==> src/hw/mcu_ctl_pkg.sv <==
// constants shared by the control/indirect execution core
// assumes 14-bit instruction words and 8-bit data
package mcu_ctl_pkg;

    ////////////////////////////////////////////////////////////////////////
    // fixed encodings
    localparam logic [13:0] OP_NOP    = 14'h0000;
    localparam logic [13:0] OP_RESET  = 14'h0001;
    localparam logic [13:0] OP_RETURN = 14'h0008;
    localparam logic [13:0] OP_RETINT = 14'h0009;
    localparam logic [13:0] OP_CALL_W = 14'h000A;
    localparam logic [13:0] OP_BR_W   = 14'h000B;
    localparam logic [13:0] OP_OPTION = 14'h0062;
    localparam logic [13:0] OP_SLEEP  = 14'h0063;
    localparam logic [13:0] OP_WDTCLR = 14'h0064;

    // opcode prefixes, compared against the top bits of the word
    localparam logic [4:0]  PFX_REL    = 5'h19;  // [13:9]
    localparam logic [2:0]  PFX_CALL   = 3'h4;   // [13:11]
    localparam logic [2:0]  PFX_JUMP   = 3'h5;   // [13:11]
    localparam logic [5:0]  PFX_RETK   = 6'h34;  // [13:8]
    localparam logic [5:0]  PFX_ANDK   = 6'h39;  // [13:8]
    localparam logic [5:0]  PFX_ADDK   = 6'h3E;  // [13:8]
    localparam logic [5:0]  PFX_ANDF   = 6'h05;  // [13:8]
    localparam logic [6:0]  PFX_PTRADD = 7'h62;  // [13:7]
    localparam logic [6:0]  PFX_LDX    = 7'h7E;  // [13:7]
    localparam logic [6:0]  PFX_STX    = 7'h7F;  // [13:7]
    localparam logic [10:0] PFX_PDIR   = 11'h00C; // [13:3]
    localparam logic [10:0] PFX_LDI    = 11'h002; // [13:3]
    localparam logic [10:0] PFX_STI    = 11'h003; // [13:3]

    // file addresses of the two indirect access registers
    localparam logic [6:0]  F_INDIRECT0 = 7'h00;
    localparam logic [6:0]  F_INDIRECT1 = 7'h01;

    ////////////////////////////////////////////////////////////////////////
    // status bit positions and reset value
    localparam int unsigned ST_C   = 0;
    localparam int unsigned ST_DCY = 1;
    localparam int unsigned ST_Z   = 2;
    localparam int unsigned ST_PDN = 3;
    localparam int unsigned ST_TMO = 4;
    localparam logic [4:0]  STATUS_RST = 5'h18;
    localparam logic [7:0]  OPTION_RST = 8'hFF;
    localparam logic [7:0]  PDIR_RST   = 8'hFF;
    localparam logic [14:0] PC_RST     = 15'h0000;

    ////////////////////////////////////////////////////////////////////////
    // register bus map (byte addresses)
    localparam int unsigned AXI_AW     = 8;
    localparam logic [7:0]  OFF_CTRL   = 8'h00;
    localparam logic [7:0]  OFF_W      = 8'h04;
    localparam logic [7:0]  OFF_STATUS = 8'h08;
    localparam logic [7:0]  OFF_PTR0   = 8'h0C;
    localparam logic [7:0]  OFF_PTR1   = 8'h10;
    localparam logic [7:0]  OFF_OPTION = 8'h14;
    localparam logic [7:0]  OFF_PC     = 8'h18;
    localparam logic [2:0]  OFF_PDIR_HI = 3'h1;  // 0x20..0x3C, [7:5]
    localparam int unsigned CTRL_RUN  = 0;
    localparam int unsigned CTRL_WAKE = 1;
    localparam logic        CTRL_RUN_RST = 1'b1;
    localparam logic [1:0]  RESP_OKAY   = 2'h0;
    localparam logic [1:0]  RESP_SLVERR = 2'h2;

    typedef enum logic {ALU_AND, ALU_ADD} alu_op_t;

endpackage

==> src/hw/alu_if.sv <==
// carrier between the execution core and its flag-producing alu
// assumes 8-bit operands
interface alu_if;
    logic [7:0]             a;
    logic [7:0]             b;
    mcu_ctl_pkg::alu_op_t   op;
    logic [7:0]             res;
    logic                   c;
    logic                   dcy;
    logic                   z;
    modport calc (input a, b, op, output res, c, dcy, z);
    modport user (output a, b, op, input res, c, dcy, z);
endinterface

==> src/hw/flag_alu.sv <==
// 8-bit and/add unit with carry, digit carry and zero
// assumes the core latches the flags it wants
module flag_alu (
    alu_if.calc u
);
    logic [8:0] sum;
    logic [4:0] lo;

    always_comb begin
        sum = {1'b0, u.a} + {1'b0, u.b};
        lo  = {1'b0, u.a[3:0]} + {1'b0, u.b[3:0]};
        if (u.op == mcu_ctl_pkg::ALU_ADD) begin
            u.res = sum[7:0];
        end else begin
            u.res = u.a & u.b;
        end
        u.c  = sum[8];
        u.dcy = lo[4];
        u.z  = (u.res == 8'h00);
    end
endmodule // flag_alu

==> src/hw/mcu_ctl_core.sv <==
// control, inherent, indirect and and/add execution core
// assumes one instruction offered per cycle, i_instr held until taken
//
// Overview of operation
// - pc-changing ops take two cycles, second idle
// - indirect access, effective address msb set: one extra cycle
// - relative branch by 9-bit literal or w
// - call and jump absolute, call via w
// - returns take two cycles, one loads w
// - standby and watchdog clear set timeout flag, standby clears power-down
// - w copied into option register
// - w copied into selected pin direction register
// - pointer add signed 6-bit literal, flags kept
// - pointer arithmetic wraps modulo 16 bits
// - indirect load with inc/dec, sets zero
// - indirect store with inc/dec, flags kept
// - indexed indirect load, sets zero
// - indexed indirect store, flags kept
// - literal and into w, zero only
// - literal add into w, carry, digit carry and zero flags
// - register and with 7-bit address, zero only
// - destination bit picks w or file register
module mcu_ctl_core #(
    parameter int unsigned DMEM_DEPTH  = 256,
    parameter int unsigned STACK_DEPTH = 16
) (
    // clock and reset
    input  wire logic                          i_ref_clk,
    input  wire logic                          i_reset_n,
    // instruction fetch
    input  wire logic                          i_instr_valid,
    input  wire logic [13:0]                   i_instr,
    output logic                               o_instr_ready,
    output logic [14:0]                        o_pc,
    // core status
    output logic                               o_sleep,
    output logic                               o_wdt_clear,
    output logic                               o_soft_reset,
    output logic [7:0]                         o_option,
    // axi4-lite write
    input  wire logic                          i_awvalid,
    input  wire logic [mcu_ctl_pkg::AXI_AW-1:0] i_awaddr,
    output logic                               o_awready,
    input  wire logic                          i_wvalid,
    input  wire logic [31:0]                   i_wdata,
    input  wire logic [3:0]                    i_wstrb,
    output logic                               o_wready,
    output logic                               o_bvalid,
    output logic [1:0]                         o_bresp,
    input  wire logic                          i_bready,
    // axi4-lite read
    input  wire logic                          i_arvalid,
    input  wire logic [mcu_ctl_pkg::AXI_AW-1:0] i_araddr,
    output logic                               o_arready,
    output logic                               o_rvalid,
    output logic [31:0]                        o_rdata,
    output logic [1:0]                         o_rresp,
    input  wire logic                          i_rready
);
    localparam int unsigned MW = $clog2(DMEM_DEPTH);
    localparam int unsigned SW = $clog2(STACK_DEPTH);

    typedef enum logic [1:0] {ST_RUN, ST_NOP2, ST_STALL} state_t;

    ////////////////////////////////////////////////////////////////////////
    // core state
    state_t      state_q, state_d;
    logic [14:0] pc_q, pc_d;
    logic [7:0]  w_q, w_d;
    logic [4:0]  stat_q, stat_d;
    logic [15:0] fsr_q [2];
    logic [15:0] fsr_d [2];
    logic [7:0]  opt_q, opt_d;
    logic [7:0]  pdir_q [8];
    logic [7:0]  pdir_d [8];
    logic [7:0]  wdat;
    logic [SW-1:0] sp_q, sp_d;
    logic        ready_q, ready_d;
    logic        sleep_q, sleep_d;
    logic        wdt_q, wdt_d;
    logic        srst_q, srst_d;

    logic [7:0]  mem_q [DMEM_DEPTH];
    logic [14:0] stk_q [STACK_DEPTH];
    logic        mem_we;
    logic [15:0] ea;
    logic [7:0]  rd;
    logic        push;
    logic [14:0] push_val;

    logic        run_q, run_d;
    logic        wake_q, wake_d;

    logic [13:0] ins;
    logic        take;
    logic        two;
    logic        extra;
    logic        n;
    logic [15:0] ptr;
    logic [15:0] step;
    logic [15:0] k6;

    alu_if alu ();

    flag_alu u_alu (
        .u (alu.calc)
    );

    assign ins  = i_instr;
    assign take = i_instr_valid & ready_q;
    assign rd   = mem_q[ea[MW-1:0]];
    assign k6   = {{10{ins[5]}}, ins[5:0]};

    ////////////////////////////////////////////////////////////////////////
    // decode and execute
    always_comb begin
        state_d  = state_q;
        pc_d     = pc_q;
        w_d      = w_q;
        stat_d   = stat_q;
        fsr_d    = fsr_q;
        opt_d    = opt_q;
        pdir_d   = pdir_q;
        wdat     = w_q;
        sp_d     = sp_q;
        sleep_d  = sleep_q & ~wake_q;
        wdt_d    = 1'b0;
        srst_d   = 1'b0;
        mem_we   = 1'b0;
        ea       = 16'h0000;
        push     = 1'b0;
        push_val = pc_q + 15'd1;
        two      = 1'b0;
        extra    = 1'b0;
        n        = 1'b0;
        ptr      = fsr_q[0];
        step     = 16'h0001;
        alu.a    = w_q;
        alu.b    = ins[7:0];
        alu.op   = mcu_ctl_pkg::ALU_AND;
        case (state_q)
            ST_NOP2: begin
                state_d = ST_RUN;
            end
            ST_STALL: begin
                state_d = ST_RUN;
            end
            ST_RUN: begin
                if (take) begin
                    pc_d = pc_q + 15'd1;
                    if (ins[13:9] == mcu_ctl_pkg::PFX_REL) begin
                        pc_d = pc_q + 15'd1 + {{6{ins[8]}}, ins[8:0]};
                        two  = 1'b1;
                    end else if (ins == mcu_ctl_pkg::OP_BR_W) begin
                        pc_d = pc_q + 15'd1 + {7'h00, w_q};
                        two  = 1'b1;
                    end else if (ins[13:11] == mcu_ctl_pkg::PFX_CALL) begin
                        push = 1'b1;
                        sp_d = sp_q + 1'b1;
                        pc_d = {4'h0, ins[10:0]};
                        two  = 1'b1;
                    end else if (ins == mcu_ctl_pkg::OP_CALL_W) begin
                        push = 1'b1;
                        sp_d = sp_q + 1'b1;
                        pc_d = {7'h00, w_q};
                        two  = 1'b1;
                    end else if (ins[13:11] == mcu_ctl_pkg::PFX_JUMP) begin
                        pc_d = {4'h0, ins[10:0]};
                        two  = 1'b1;
                    end else if (ins == mcu_ctl_pkg::OP_RETURN ||
                                 ins == mcu_ctl_pkg::OP_RETINT) begin
                        sp_d = sp_q - 1'b1;
                        pc_d = stk_q[sp_d];
                        two  = 1'b1;
                    end else if (ins[13:8] == mcu_ctl_pkg::PFX_RETK) begin
                        w_d  = ins[7:0];
                        sp_d = sp_q - 1'b1;
                        pc_d = stk_q[sp_d];
                        two  = 1'b1;
                    end else if (ins == mcu_ctl_pkg::OP_WDTCLR) begin
                        stat_d[mcu_ctl_pkg::ST_TMO] = 1'b1;
                        stat_d[mcu_ctl_pkg::ST_PDN] = 1'b1;
                        wdt_d = 1'b1;
                    end else if (ins == mcu_ctl_pkg::OP_SLEEP) begin
                        stat_d[mcu_ctl_pkg::ST_TMO] = 1'b1;
                        stat_d[mcu_ctl_pkg::ST_PDN] = 1'b0;
                        wdt_d   = 1'b1;
                        sleep_d = 1'b1;
                    end else if (ins == mcu_ctl_pkg::OP_OPTION) begin
                        opt_d = w_q;
                    end else if (ins[13:3] == mcu_ctl_pkg::PFX_PDIR) begin
                        pdir_d[ins[2:0]] = w_q;
                    end else if (ins == mcu_ctl_pkg::OP_RESET) begin
                        srst_d = 1'b1;
                    end else if (ins[13:7] == mcu_ctl_pkg::PFX_PTRADD) begin
                        n = ins[6];
                        fsr_d[n] = fsr_q[n] + k6;
                    end else if (ins[13:3] == mcu_ctl_pkg::PFX_LDI ||
                                 ins[13:3] == mcu_ctl_pkg::PFX_STI) begin
                        n    = ins[2];
                        step = ins[0] ? 16'hFFFF : 16'h0001;
                        ptr  = fsr_q[n] + step;
                        fsr_d[n] = ptr;
                        ea   = ins[1] ? fsr_q[n] : ptr;
                        extra = ea[15];
                        if (ins[3]) begin
                            mem_we = 1'b1;
                        end else begin
                            w_d = rd;
                            stat_d[mcu_ctl_pkg::ST_Z] = (rd == 8'h00);
                        end
                    end else if (ins[13:7] == mcu_ctl_pkg::PFX_LDX ||
                                 ins[13:7] == mcu_ctl_pkg::PFX_STX) begin
                        n     = ins[6];
                        ea    = fsr_q[n] + k6;
                        extra = ea[15];
                        if (ins[7]) begin
                            mem_we = 1'b1;
                        end else begin
                            w_d = rd;
                            stat_d[mcu_ctl_pkg::ST_Z] = (rd == 8'h00);
                        end
                    end else if (ins[13:8] == mcu_ctl_pkg::PFX_ANDK) begin
                        w_d = alu.res;
                        stat_d[mcu_ctl_pkg::ST_Z] = alu.z;
                    end else if (ins[13:8] == mcu_ctl_pkg::PFX_ADDK) begin
                        alu.op = mcu_ctl_pkg::ALU_ADD;
                        w_d = alu.res;
                        stat_d[mcu_ctl_pkg::ST_C]   = alu.c;
                        stat_d[mcu_ctl_pkg::ST_DCY] = alu.dcy;
                        stat_d[mcu_ctl_pkg::ST_Z]   = alu.z;
                    end else if (ins[13:8] == mcu_ctl_pkg::PFX_ANDF) begin
                        if (ins[6:0] == mcu_ctl_pkg::F_INDIRECT0 ||
                            ins[6:0] == mcu_ctl_pkg::F_INDIRECT1) begin
                            ea    = fsr_q[ins[0]];
                            extra = ea[15];
                        end else begin
                            ea = {9'h000, ins[6:0]};
                        end
                        alu.b = rd;
                        stat_d[mcu_ctl_pkg::ST_Z] = alu.z;
                        if (ins[7]) begin
                            mem_we = 1'b1;
                            wdat   = alu.res;
                        end else begin
                            w_d = alu.res;
                        end
                    end
                    if (two) begin
                        state_d = ST_NOP2;
                    end else if (extra) begin
                        state_d = ST_STALL;
                    end
                end
            end
            default: begin
                state_d = ST_RUN;
            end
        endcase
        ready_d = (state_d == ST_RUN) & run_q & ~sleep_d & ~srst_d;
    end

    always_ff @(posedge i_ref_clk) begin
        if (!i_reset_n || srst_q) begin
            state_q <= ST_RUN;
            pc_q    <= mcu_ctl_pkg::PC_RST;
            w_q     <= 8'h00;
            stat_q  <= mcu_ctl_pkg::STATUS_RST;
            fsr_q   <= '{default: 16'h0000};
            opt_q   <= mcu_ctl_pkg::OPTION_RST;
            pdir_q  <= '{default: mcu_ctl_pkg::PDIR_RST};
            sp_q    <= '0;
            ready_q <= 1'b0;
            sleep_q <= 1'b0;
            wdt_q   <= 1'b0;
            srst_q  <= 1'b0;
        end else begin
            state_q <= state_d;
            pc_q    <= pc_d;
            w_q     <= w_d;
            stat_q  <= stat_d;
            fsr_q   <= fsr_d;
            opt_q   <= opt_d;
            pdir_q  <= pdir_d;
            sp_q    <= sp_d;
            ready_q <= ready_d;
            sleep_q <= sleep_d;
            wdt_q   <= wdt_d;
            srst_q  <= srst_d;
        end
    end

    // data memory and return stack hold no reset
    always_ff @(posedge i_ref_clk) begin
        if (mem_we) begin
            mem_q[ea[MW-1:0]] <= wdat;
        end
        if (push) begin
            stk_q[sp_q] <= push_val;
        end
    end

    ////////////////////////////////////////////////////////////////////////
    // axi4-lite slave
    logic        awv_q, awv_d, wv_q, wv_d;
    logic [7:0]  awa_q, awa_d;
    logic [31:0] wd_q, wd_d;
    logic        wst_q, wst_d;
    logic        awr_q, awr_d, wr_q, wr_d;
    logic        bv_q, bv_d, arr_q, arr_d, rv_q, rv_d;
    logic [1:0]  br_q, br_d, rr_q, rr_d;
    logic [31:0] rdat_q, rdat_d;

    always_comb begin
        awv_d  = awv_q;
        awa_d  = awa_q;
        wv_d   = wv_q;
        wd_d   = wd_q;
        wst_d  = wst_q;
        bv_d   = bv_q & ~i_bready;
        br_d   = br_q;
        run_d  = run_q;
        wake_d = 1'b0;
        rv_d   = rv_q & ~i_rready;
        rr_d   = rr_q;
        rdat_d = rdat_q;
        if (i_awvalid && awr_q) begin
            awv_d = 1'b1;
            awa_d = i_awaddr;
        end
        if (i_wvalid && wr_q) begin
            wv_d  = 1'b1;
            wd_d  = i_wdata;
            wst_d = i_wstrb[0];
        end
        if (awv_q && wv_q && !bv_q) begin
            bv_d  = 1'b1;
            awv_d = 1'b0;
            wv_d  = 1'b0;
            br_d  = mcu_ctl_pkg::RESP_SLVERR;
            if (awa_q == mcu_ctl_pkg::OFF_CTRL) begin
                br_d = mcu_ctl_pkg::RESP_OKAY;
                if (wst_q) begin
                    run_d  = wd_q[mcu_ctl_pkg::CTRL_RUN];
                    wake_d = wd_q[mcu_ctl_pkg::CTRL_WAKE];
                end
            end
        end
        if (i_arvalid && arr_q) begin
            rv_d   = 1'b1;
            rr_d   = mcu_ctl_pkg::RESP_OKAY;
            rdat_d = 32'h0000_0000;
            if (i_araddr[7:5] == mcu_ctl_pkg::OFF_PDIR_HI) begin
                rdat_d[7:0] = pdir_q[i_araddr[4:2]];
            end else begin
                case ({i_araddr[7:2], 2'b00})
                    mcu_ctl_pkg::OFF_CTRL:   rdat_d[0]    = run_q;
                    mcu_ctl_pkg::OFF_W:      rdat_d[7:0]  = w_q;
                    mcu_ctl_pkg::OFF_STATUS: rdat_d[4:0]  = stat_q;
                    mcu_ctl_pkg::OFF_PTR0:   rdat_d[15:0] = fsr_q[0];
                    mcu_ctl_pkg::OFF_PTR1:   rdat_d[15:0] = fsr_q[1];
                    mcu_ctl_pkg::OFF_OPTION: rdat_d[7:0]  = opt_q;
                    mcu_ctl_pkg::OFF_PC:     rdat_d[14:0] = pc_q;
                    default:                 rr_d = mcu_ctl_pkg::RESP_SLVERR;
                endcase
            end
        end
        awr_d = ~awv_d;
        wr_d  = ~wv_d;
        arr_d = ~rv_d;
    end

    always_ff @(posedge i_ref_clk) begin
        if (!i_reset_n) begin
            awv_q  <= 1'b0;
            awa_q  <= 8'h00;
            wv_q   <= 1'b0;
            wd_q   <= 32'h0000_0000;
            wst_q  <= 1'b0;
            awr_q  <= 1'b0;
            wr_q   <= 1'b0;
            bv_q   <= 1'b0;
            br_q   <= 2'h0;
            arr_q  <= 1'b0;
            rv_q   <= 1'b0;
            rr_q   <= 2'h0;
            rdat_q <= 32'h0000_0000;
            run_q  <= mcu_ctl_pkg::CTRL_RUN_RST;
            wake_q <= 1'b0;
        end else begin
            awv_q  <= awv_d;
            awa_q  <= awa_d;
            wv_q   <= wv_d;
            wd_q   <= wd_d;
            wst_q  <= wst_d;
            awr_q  <= awr_d;
            wr_q   <= wr_d;
            bv_q   <= bv_d;
            br_q   <= br_d;
            arr_q  <= arr_d;
            rv_q   <= rv_d;
            rr_q   <= rr_d;
            rdat_q <= rdat_d;
            run_q  <= run_d;
            wake_q <= wake_d;
        end
    end

    ////////////////////////////////////////////////////////////////////////
    // outputs
    assign o_instr_ready = ready_q;
    assign o_pc          = pc_q;
    assign o_sleep       = sleep_q;
    assign o_wdt_clear   = wdt_q;
    assign o_soft_reset  = srst_q;
    assign o_option      = opt_q;
    assign o_awready     = awr_q;
    assign o_wready      = wr_q;
    assign o_bvalid      = bv_q;
    assign o_bresp       = br_q;
    assign o_arready     = arr_q;
    assign o_rvalid      = rv_q;
    assign o_rdata       = rdat_q;
    assign o_rresp       = rr_q;

endmodule // mcu_ctl_core

==> config.mk <==
export PLATFORM = sky130hd
export DESIGN_NAME = mcu_ctl_core
export DESIGN_NICKNAME = d
export VERILOG_FILES = /design/src/hw/mcu_ctl_pkg.sv /design/src/hw/alu_if.sv /design/src/hw/flag_alu.sv /design/src/hw/mcu_ctl_core.sv
export SDC_FILE = /design/constraint.sdc
export NUM_CORES = 2
export LEC_CHECK = 0
export BUFFER_PORTS_ARGS = -buffer_cell sky130_fd_sc_hd__buf_4
export CORE_ASPECT_RATIO = 2
export CORE_UTILIZATION = 40
export CTS_CLUSTER_DIAMETER = 40
export DETAILED_ROUTE_END_ITERATION = 10
export GPL_ROUTABILITY_DRIVEN = 1
export PLACE_DENSITY_LB_ADDON = 0.15
export SYNTH_ARGS = -nofsm -noshare
export SYNTH_HDL_FRONTEND = slang
export SYNTH_SLANG_ARGS = --single-unit
==> constraint.sdc <==
create_clock -name i_ref_clk -period 21.6 [get_ports i_ref_clk]
set_clock_uncertainty 0.1 [all_clocks]
set_input_delay 1.08 -clock i_ref_clk [delete_from_list [all_inputs] [get_ports i_ref_clk]]
set_output_delay 1.08 -clock i_ref_clk [all_outputs]
set_load 0.02 [all_outputs]
## Word level (Yosys, flattened, before mapping)

Memory sizes are Yosys's and may differ from the RTL's.
Index checks and enable logic that the tools add are counted.

- Input bits: 74
- Output and inout bits: 68
- Word-level logic and storage cells: 428
- Register bits: 182
- Bits in writable memories: 2,288
- Memories: 2

Memories:

| name | words | bits a word | read ports | clocked after memory_dff | wr ports | RTL line | source |
|---|---|---|---|---|---|---|---|
| mem_q | 256 | 8 | 1 | 0 | 1 | mcu_ctl_core.sv:83 | `logic [7:0] mem_q [DMEM_DEPTH];` |
| stk_q | 16 | 15 | 1 | 0 | 1 | mcu_ctl_core.sv:84 | `logic [14:0] stk_q [STACK_DEPTH];` |

- Reduce and logical (&&, ||, !) cells: 40
- Equal/unequal tests: 41
- Muxes and demuxes: 252
- Order comparisons: 8
- Add/sub/neg operators: 9
- Bitwise gates (word level): 39

Operators by type and width:

| kind | count |
|---|---|
| 2-to-1 mux 8 bit | 83 |
| 2-to-1 mux 16 bit | 13 |
| 2-to-1 mux 1 bit | 121 |
| 2-to-1 mux 15 bit | 7 |
| bitwise mux 32 bit | 2 |
| bitwise mux 64 bit | 1 |
| 2-to-1 mux 32 bit | 2 |
| equality test 14 x 4 -> 1 bit, second input constant | 4 |
| equality test 14 x 7 -> 1 bit, second input constant | 3 |
| AND reduction 18 bit | 2 |
| adder 16 bit | 2 |
| demux 16 bit (select 1 bit) | 2 |
| NOT 1 bit | 26 |
| binary-select mux 8 bit (select 3 bit) | 1 |
| demux 8 bit (select 3 bit) | 1 |
| equality test 6 x 3 -> 1 bit, second input constant | 4 |
| logical NOT 8 bit | 3 |
| case mux 4 bit (6 select lines) | 1 |
| equality test 11 x 2 -> 1 bit, second input constant | 2 |
| equality test 7 bit, second input constant | 3 |
| case mux 7 bit (3 select lines) | 1 |
| 2-to-1 mux 4 bit | 5 |
| AND reduction 19 bit | 1 |
| equality test 6 bit, second input constant | 3 |
| other kinds (51) | 96 |

## Longest topological paths before layout

An unclocked memory read counts as a cell.

- Depth after elaboration: 69
- Gate-level depth with buffers: 34
- Depth with buffers taken out: 29

## Cells and area by module

Synthesis repeated with hierarchy kept, for this count alone.

- Cell total of the unflattened synthesis: 6,575
- Area, all modules: 102,692.2 sq um

By module, submodules not included:

| module | times used | area each (sq um) | cells each |
|---|---|---|---|
| mcu_ctl_core | 1 | 102,219.3 | 6,516 |
| flag_alu | 1 | 473.0 | 59 |

## Least setup slack after synthesis

No wires, ideal clock.

- Kind: input-to-reg
- Start: input port i_instr[6]
- End: memory mem_q[0][6] (data pin)
- Slack: 1,841 ps
- Path buffers: 4
- Arrival time: 17,469 ps
- Cell stages on the path: 29
- Cells stage by stage: buf_2 buf_1 clkbuf_1 mux2_2 ha_1 fa_1 a211o_1 a311oi_1 a2bb2oi_1 a211o_1 clkbuf_1 a21oi_1 o21ai_1 and4b_1 a311o_1 a2111o_1 a2111o_1 o21ai_0 ha_1 inv_1 fa_1 inv_1 a21oi_1 o21bai_1 a21oi_1 o21bai_1 xor2_1 mux2i_1 o21ai_0

- Word-level cells in the longest chain between the ends: 67
- Elaborated cells between the ends (all ways): 103
- Those cells by class: add/sub: 2; eq/ne: 12; mux: 82; bitwise: 2; reduce/logical: 4; memory: 1

Ends and longest elaborated chain:

| element | RTL line | source |
|---|---|---|
| start: declaration | mcu_ctl_core.sv:32 | `input wire logic [13:0] i_instr,` |
| parallel branches: the longest is 63 deep, another holds adder 16 bit | n/a |  |
| 2-to-1 mux 8 bit * | mcu_ctl_core.sv:154 | `end else if (ins == mcu_ctl_pkg::OP_BR_W) begin` |
| 2-to-1 mux 8 bit * | mcu_ctl_core.sv:151 | `if (ins[13:9] == mcu_ctl_pkg::PFX_REL) begin` |
| 2-to-1 mux 8 bit * | mcu_ctl_core.sv:149 | `if (take) begin` |
| 2-to-1 mux 8 bit * | mcu_ctl_core.sv:141 | `case (state_q)` |
| via wdat[6] | mcu_ctl_core.sv:76 | `logic [7:0] wdat;` |
| end: declaration | mcu_ctl_core.sv:83 |  |

Mark *: on every way through the listed nets, which the timed path passes. The select of a mux whose other input is x is not followed.

## Worst setup path after layout

- Start: input port i_instr[2]
- End: memory mem_q[214][7] (data pin)

- Word-level cells in the longest chain between the ends: 67
- Elaborated cells between the ends (all ways): 99
- Those cells by class: add/sub: 3; eq/ne: 9; mux: 81; bitwise: 2; reduce/logical: 3; memory: 1

Ends and longest elaborated chain:

| element | RTL line |
|---|---|
| parallel branches: the longest is 63 deep, another holds adder 16 bit | n/a |
| 2-to-1 mux 8 bit * | mcu_ctl_core.sv:154 |
| 2-to-1 mux 8 bit * | mcu_ctl_core.sv:151 |
| 2-to-1 mux 8 bit * | mcu_ctl_core.sv:149 |
| 2-to-1 mux 8 bit * | mcu_ctl_core.sv:141 |
| via wdat[7] | mcu_ctl_core.sv:76 |

Marks and branches as above.

==> impl_metrics.csv <==
group,metric,value,unit
timing,fin_crit,12590,ps
hold_path,hp-start,"pdir_q[38]",
run_status,status,"completed",
pwr,power_leakage,40.30,nW
yosys,synth_top_area_cell,"edfxtp_1",
final_layout,syn_to_final_growth,10.94,%
floorplan,core_area,0.2619,mm²
yosys,ys_seq_area_share,68.70,%
placed_design,place_congestion,0.9021,
placed_design,pre_cts_ws,8280,ps
global_routing,antenna_found_initial,8,
clock_tree,clockBufferDepth,4,
yosys,yosys_warnings,0,
worst_setup_path,path_class,"primary input to register",
clock_tree,cts_root_buf,"clkbuf_16",
timing,fin_crit_sh,58.29,%
global_routing,grt.overflow.total,0,
yosys,ys_ff_latch,2467,
route,dr.pass1.iters,8,
timing,worst_slew_margin_rel,9.749,%
placed_design,portBuffers,88,
worst_setup_path,crit_fanout,109,
clock_tree,clock_latency,920,ps
worst_setup_path,cp.required,22020,ps
yosys,synth_edf_count,2288,
timing,finalSetupTns,0,ps
pwr,peakVddDrop,68.18,µV
worst_setup_path,crit_arrival,13010,ps
floorplan,row_count,266,
timing,rsz0062_at_grt,"false",
hold_path,whs_path_depth,1,
route,route.vias.total,68180,
floorplan,die_x,364.7,µm
floorplan,io_pins,142,
yosys,async_flop_share,0,%
worst_setup_path,worst_path_most_repeated_cell,"buf_4",
clock_tree,numCtsBuffers,225,
route,drtIter0Drc,6527,
hold_path,hold_class,"register to register",
worst_setup_path,r2r_slack,9190,ps
floorplan,start_util,40.18,%
yosys,syn_inst,7671,
global_routing,grt_usage,27.64,%
timing,fin_ws,9010,ps
global_routing,grt_max_degree,178,
hold_path,min_delay_worst_endpoint,"pdir_q[38]",
timing,worstMarginPinSlew,1346,ps
worst_setup_path,r2r-start,"state_q[0]",
route,wl_per_cell,32.77,µm
worst_setup_path,r2r-end,"mem_q[214][7]",
clock_tree,cts.sinks,2467,
yosys,netlist_top_cells_area,"edfxtp_1 (65%), mux2i_1 (4.7%), nand2_1 (4.5%)",
global_routing,grt_pass1_vias,66510,
route,ant_nets,0,
flow_run,drv_cap,0,
route,routed_wl,372400,µm
pwr,total_power,9.270,mW
placed_design,dp_hpwl,238400,µm
worst_setup_path,cp-end-kind,"register",
clock_tree,h-tree-depth,4,
clock_tree,cts_resized,0,
floorplan,dieHeight,727.4,µm
yosys,syn-mean-instance-area,13.72,µm²
placed_design,place_area,0.1099,mm²
floorplan,die-area,0.2653,mm²
yosys,synth_flop_cell,"edfxtp_1",
timing,fmax,79.43,MHz
global_routing,grt_first_pass_wirelength,516100,µm
final_layout,num-nets-final,7842,
route,drc_errors,0,
final_layout,layout-drive-gt1-share,11.54,%
clock_tree,post_cts_buffers,0,
worst_setup_path,crit_slowest_cell,"o21ai_4",
yosys,yosysTopAreaCellShare,65.29,%
worst_setup_path,reg2regPathDepth,28,
yosys,synth_area,0.1052,mm²
pwr,p_per_area,79.40,mW/mm²
worst_setup_path,max_stage_delay,920,ps
worst_setup_path,start_kind,"primary input",
clock_tree,cts_hold_buf,0,
timing,hold_viol,0,
route,post_drt_via_cell_ratio,6.000,
clock_tree,cts.clk_slew.worst_paths,60,ps
final_layout,final_area,0.1167,mm²
timing,setup_viol,0,
yosys,synthDistinctLibCells,102,
final_layout,nFillCells,23570,
timing,finalMaxSlewViolations,0,
clock_tree,cts_tree,"yes",
per-stage QoR:
stage / cells / utilization (%) / hold slack (ps)
after floorplan: 7688 / - / 305.1
after global placement: 10960 / 41.96 / 317.9
after detailed placement: 10960 / 41.96 / 323.1
after CTS: 11350 / 44.56 / 335.3
after global routing: 11360 / 44.57 / 355.4
final: 11360 / 44.57 / 337.1
critical path: cells and delay by family:
family | cells | cell delay (ps)
buffers and inverters | 9 | 4550
AOI/OAI and AO/OA | 11 | 3610
muxes | 5 | 1240
adders and majority gates | 2 | 910
and+or+nand+nor | 2 | 870
xor gates and xnor gates | 1 | 140
Yosys cell counts (all sizes together), types with 65 or more instances:
cell    number
o21ai      152
nand3      476
inv         93
a211oi     195
mux4       134
ha          65
buf        320
a21oi      207
a31oi       77
dfxtp      179
a311oi     100
edfxtp    2288
nor2       448
nor3        88
clkbuf     215
mux2i      492
nand2     1270
worst max path at each step:
stage	cells past startpoint	startpoint	slack, ps	to
CTS	29	i_instr[2]	9170	mem_q[214][7]
global placement	32	i_instr[2]	8410	mem_q[193][7]
global route	30	i_instr[2]	8550	mem_q[195][7]
finish	30	i_instr[2]	9010	mem_q[214][7]
floorplan	29	i_instr[6]	1840	mem_q[0][6]
detailed placement	29	i_instr[2]	8280	mem_q[193][7]
flip-flops by register name, indices dropped and copies added (netlist names), 8 cells and up:
register and cells:
mem_q 2048, o_rdata 16, o_option 8, fsr_q 32, stk_q 240, alu.a 8
pdir_q 64, awa_q 8, o_pc 15
layout by cell type (no fill, tap or decap), drive strengths merged, types with 46 or more instances in the layout:
| cell | count |
|---|---|
| nor3 | 88 |
| a31oi | 77 |
| o22ai | 50 |
| a211oi | 195 |
| xnor2 | 46 |
| edfxtp | 2288 |
| inv | 103 |
| dfxtp | 179 |
| a221oi | 46 |
| nand2 | 1270 |
| buf | 318 |
| clkinv | 94 |
| mux2 | 53 |
| ha | 65 |
| a21oi | 207 |
| nor4 | 48 |
| nand3 | 476 |
| clkbuf | 272 |
| and3 | 47 |
| a311oi | 100 |
| mux4 | 134 |
| mux2i | 492 |
| o21ai | 152 |
| nor2 | 448 |
where the power goes:
group	switching (mW)	leakage (nW)	total [mW]	internal (mW)
combinational	0.156	10.1	0.216	0.0603
clock	1.81	3.31	3.88	2.06
sequential	0.0105	26.9	5.18	5.17
metal layers:
layer | global-route usage, % | vias to the layer above | share of wire [%]
li1 | - | 29270 | -
met1 | 30.30 | 34950 | 34
met2 | 48.52 | 3014 | 51
met3 | 3.446 | 942 | 6.0
met4 | 20.73 | 2 | 8.9
met5 | 0 | - | 0.0048
logic make-up after synthesis:
| family | after synthesis | share of synthesized area [%] |
|---|---|---|
| and+or+nand+nor | 2553 | 10.58 |
| DFF | 2467 | 68.70 |
| AOI/OAI and AO/OA | 1201 | 8.136 |
| muxes | 679 | 8.115 |
| buffers and inverters | 629 | 3.007 |
| xor gates and xnor gates | 71 | 0.5909 |
| adders and majority gates | 70 | 0.8680 |
| other | 1 | 0.003564 |
cell type report:
cell class	instances	area, µm²	share of cell area, %
repair buffers	318	2600	2.227
inverters	94	352.8	0.3022
well taps	3484	4359	3.734
clock inverters	127	997.2	0.8542
multi-input cells	4592	30300	25.95
flip-flops and latches	2467	72290	61.92
clock buffers	272	5828	4.992
diodes	9	22.52	0.01929
No activity file was read; power rests on OpenSTA's default activity.
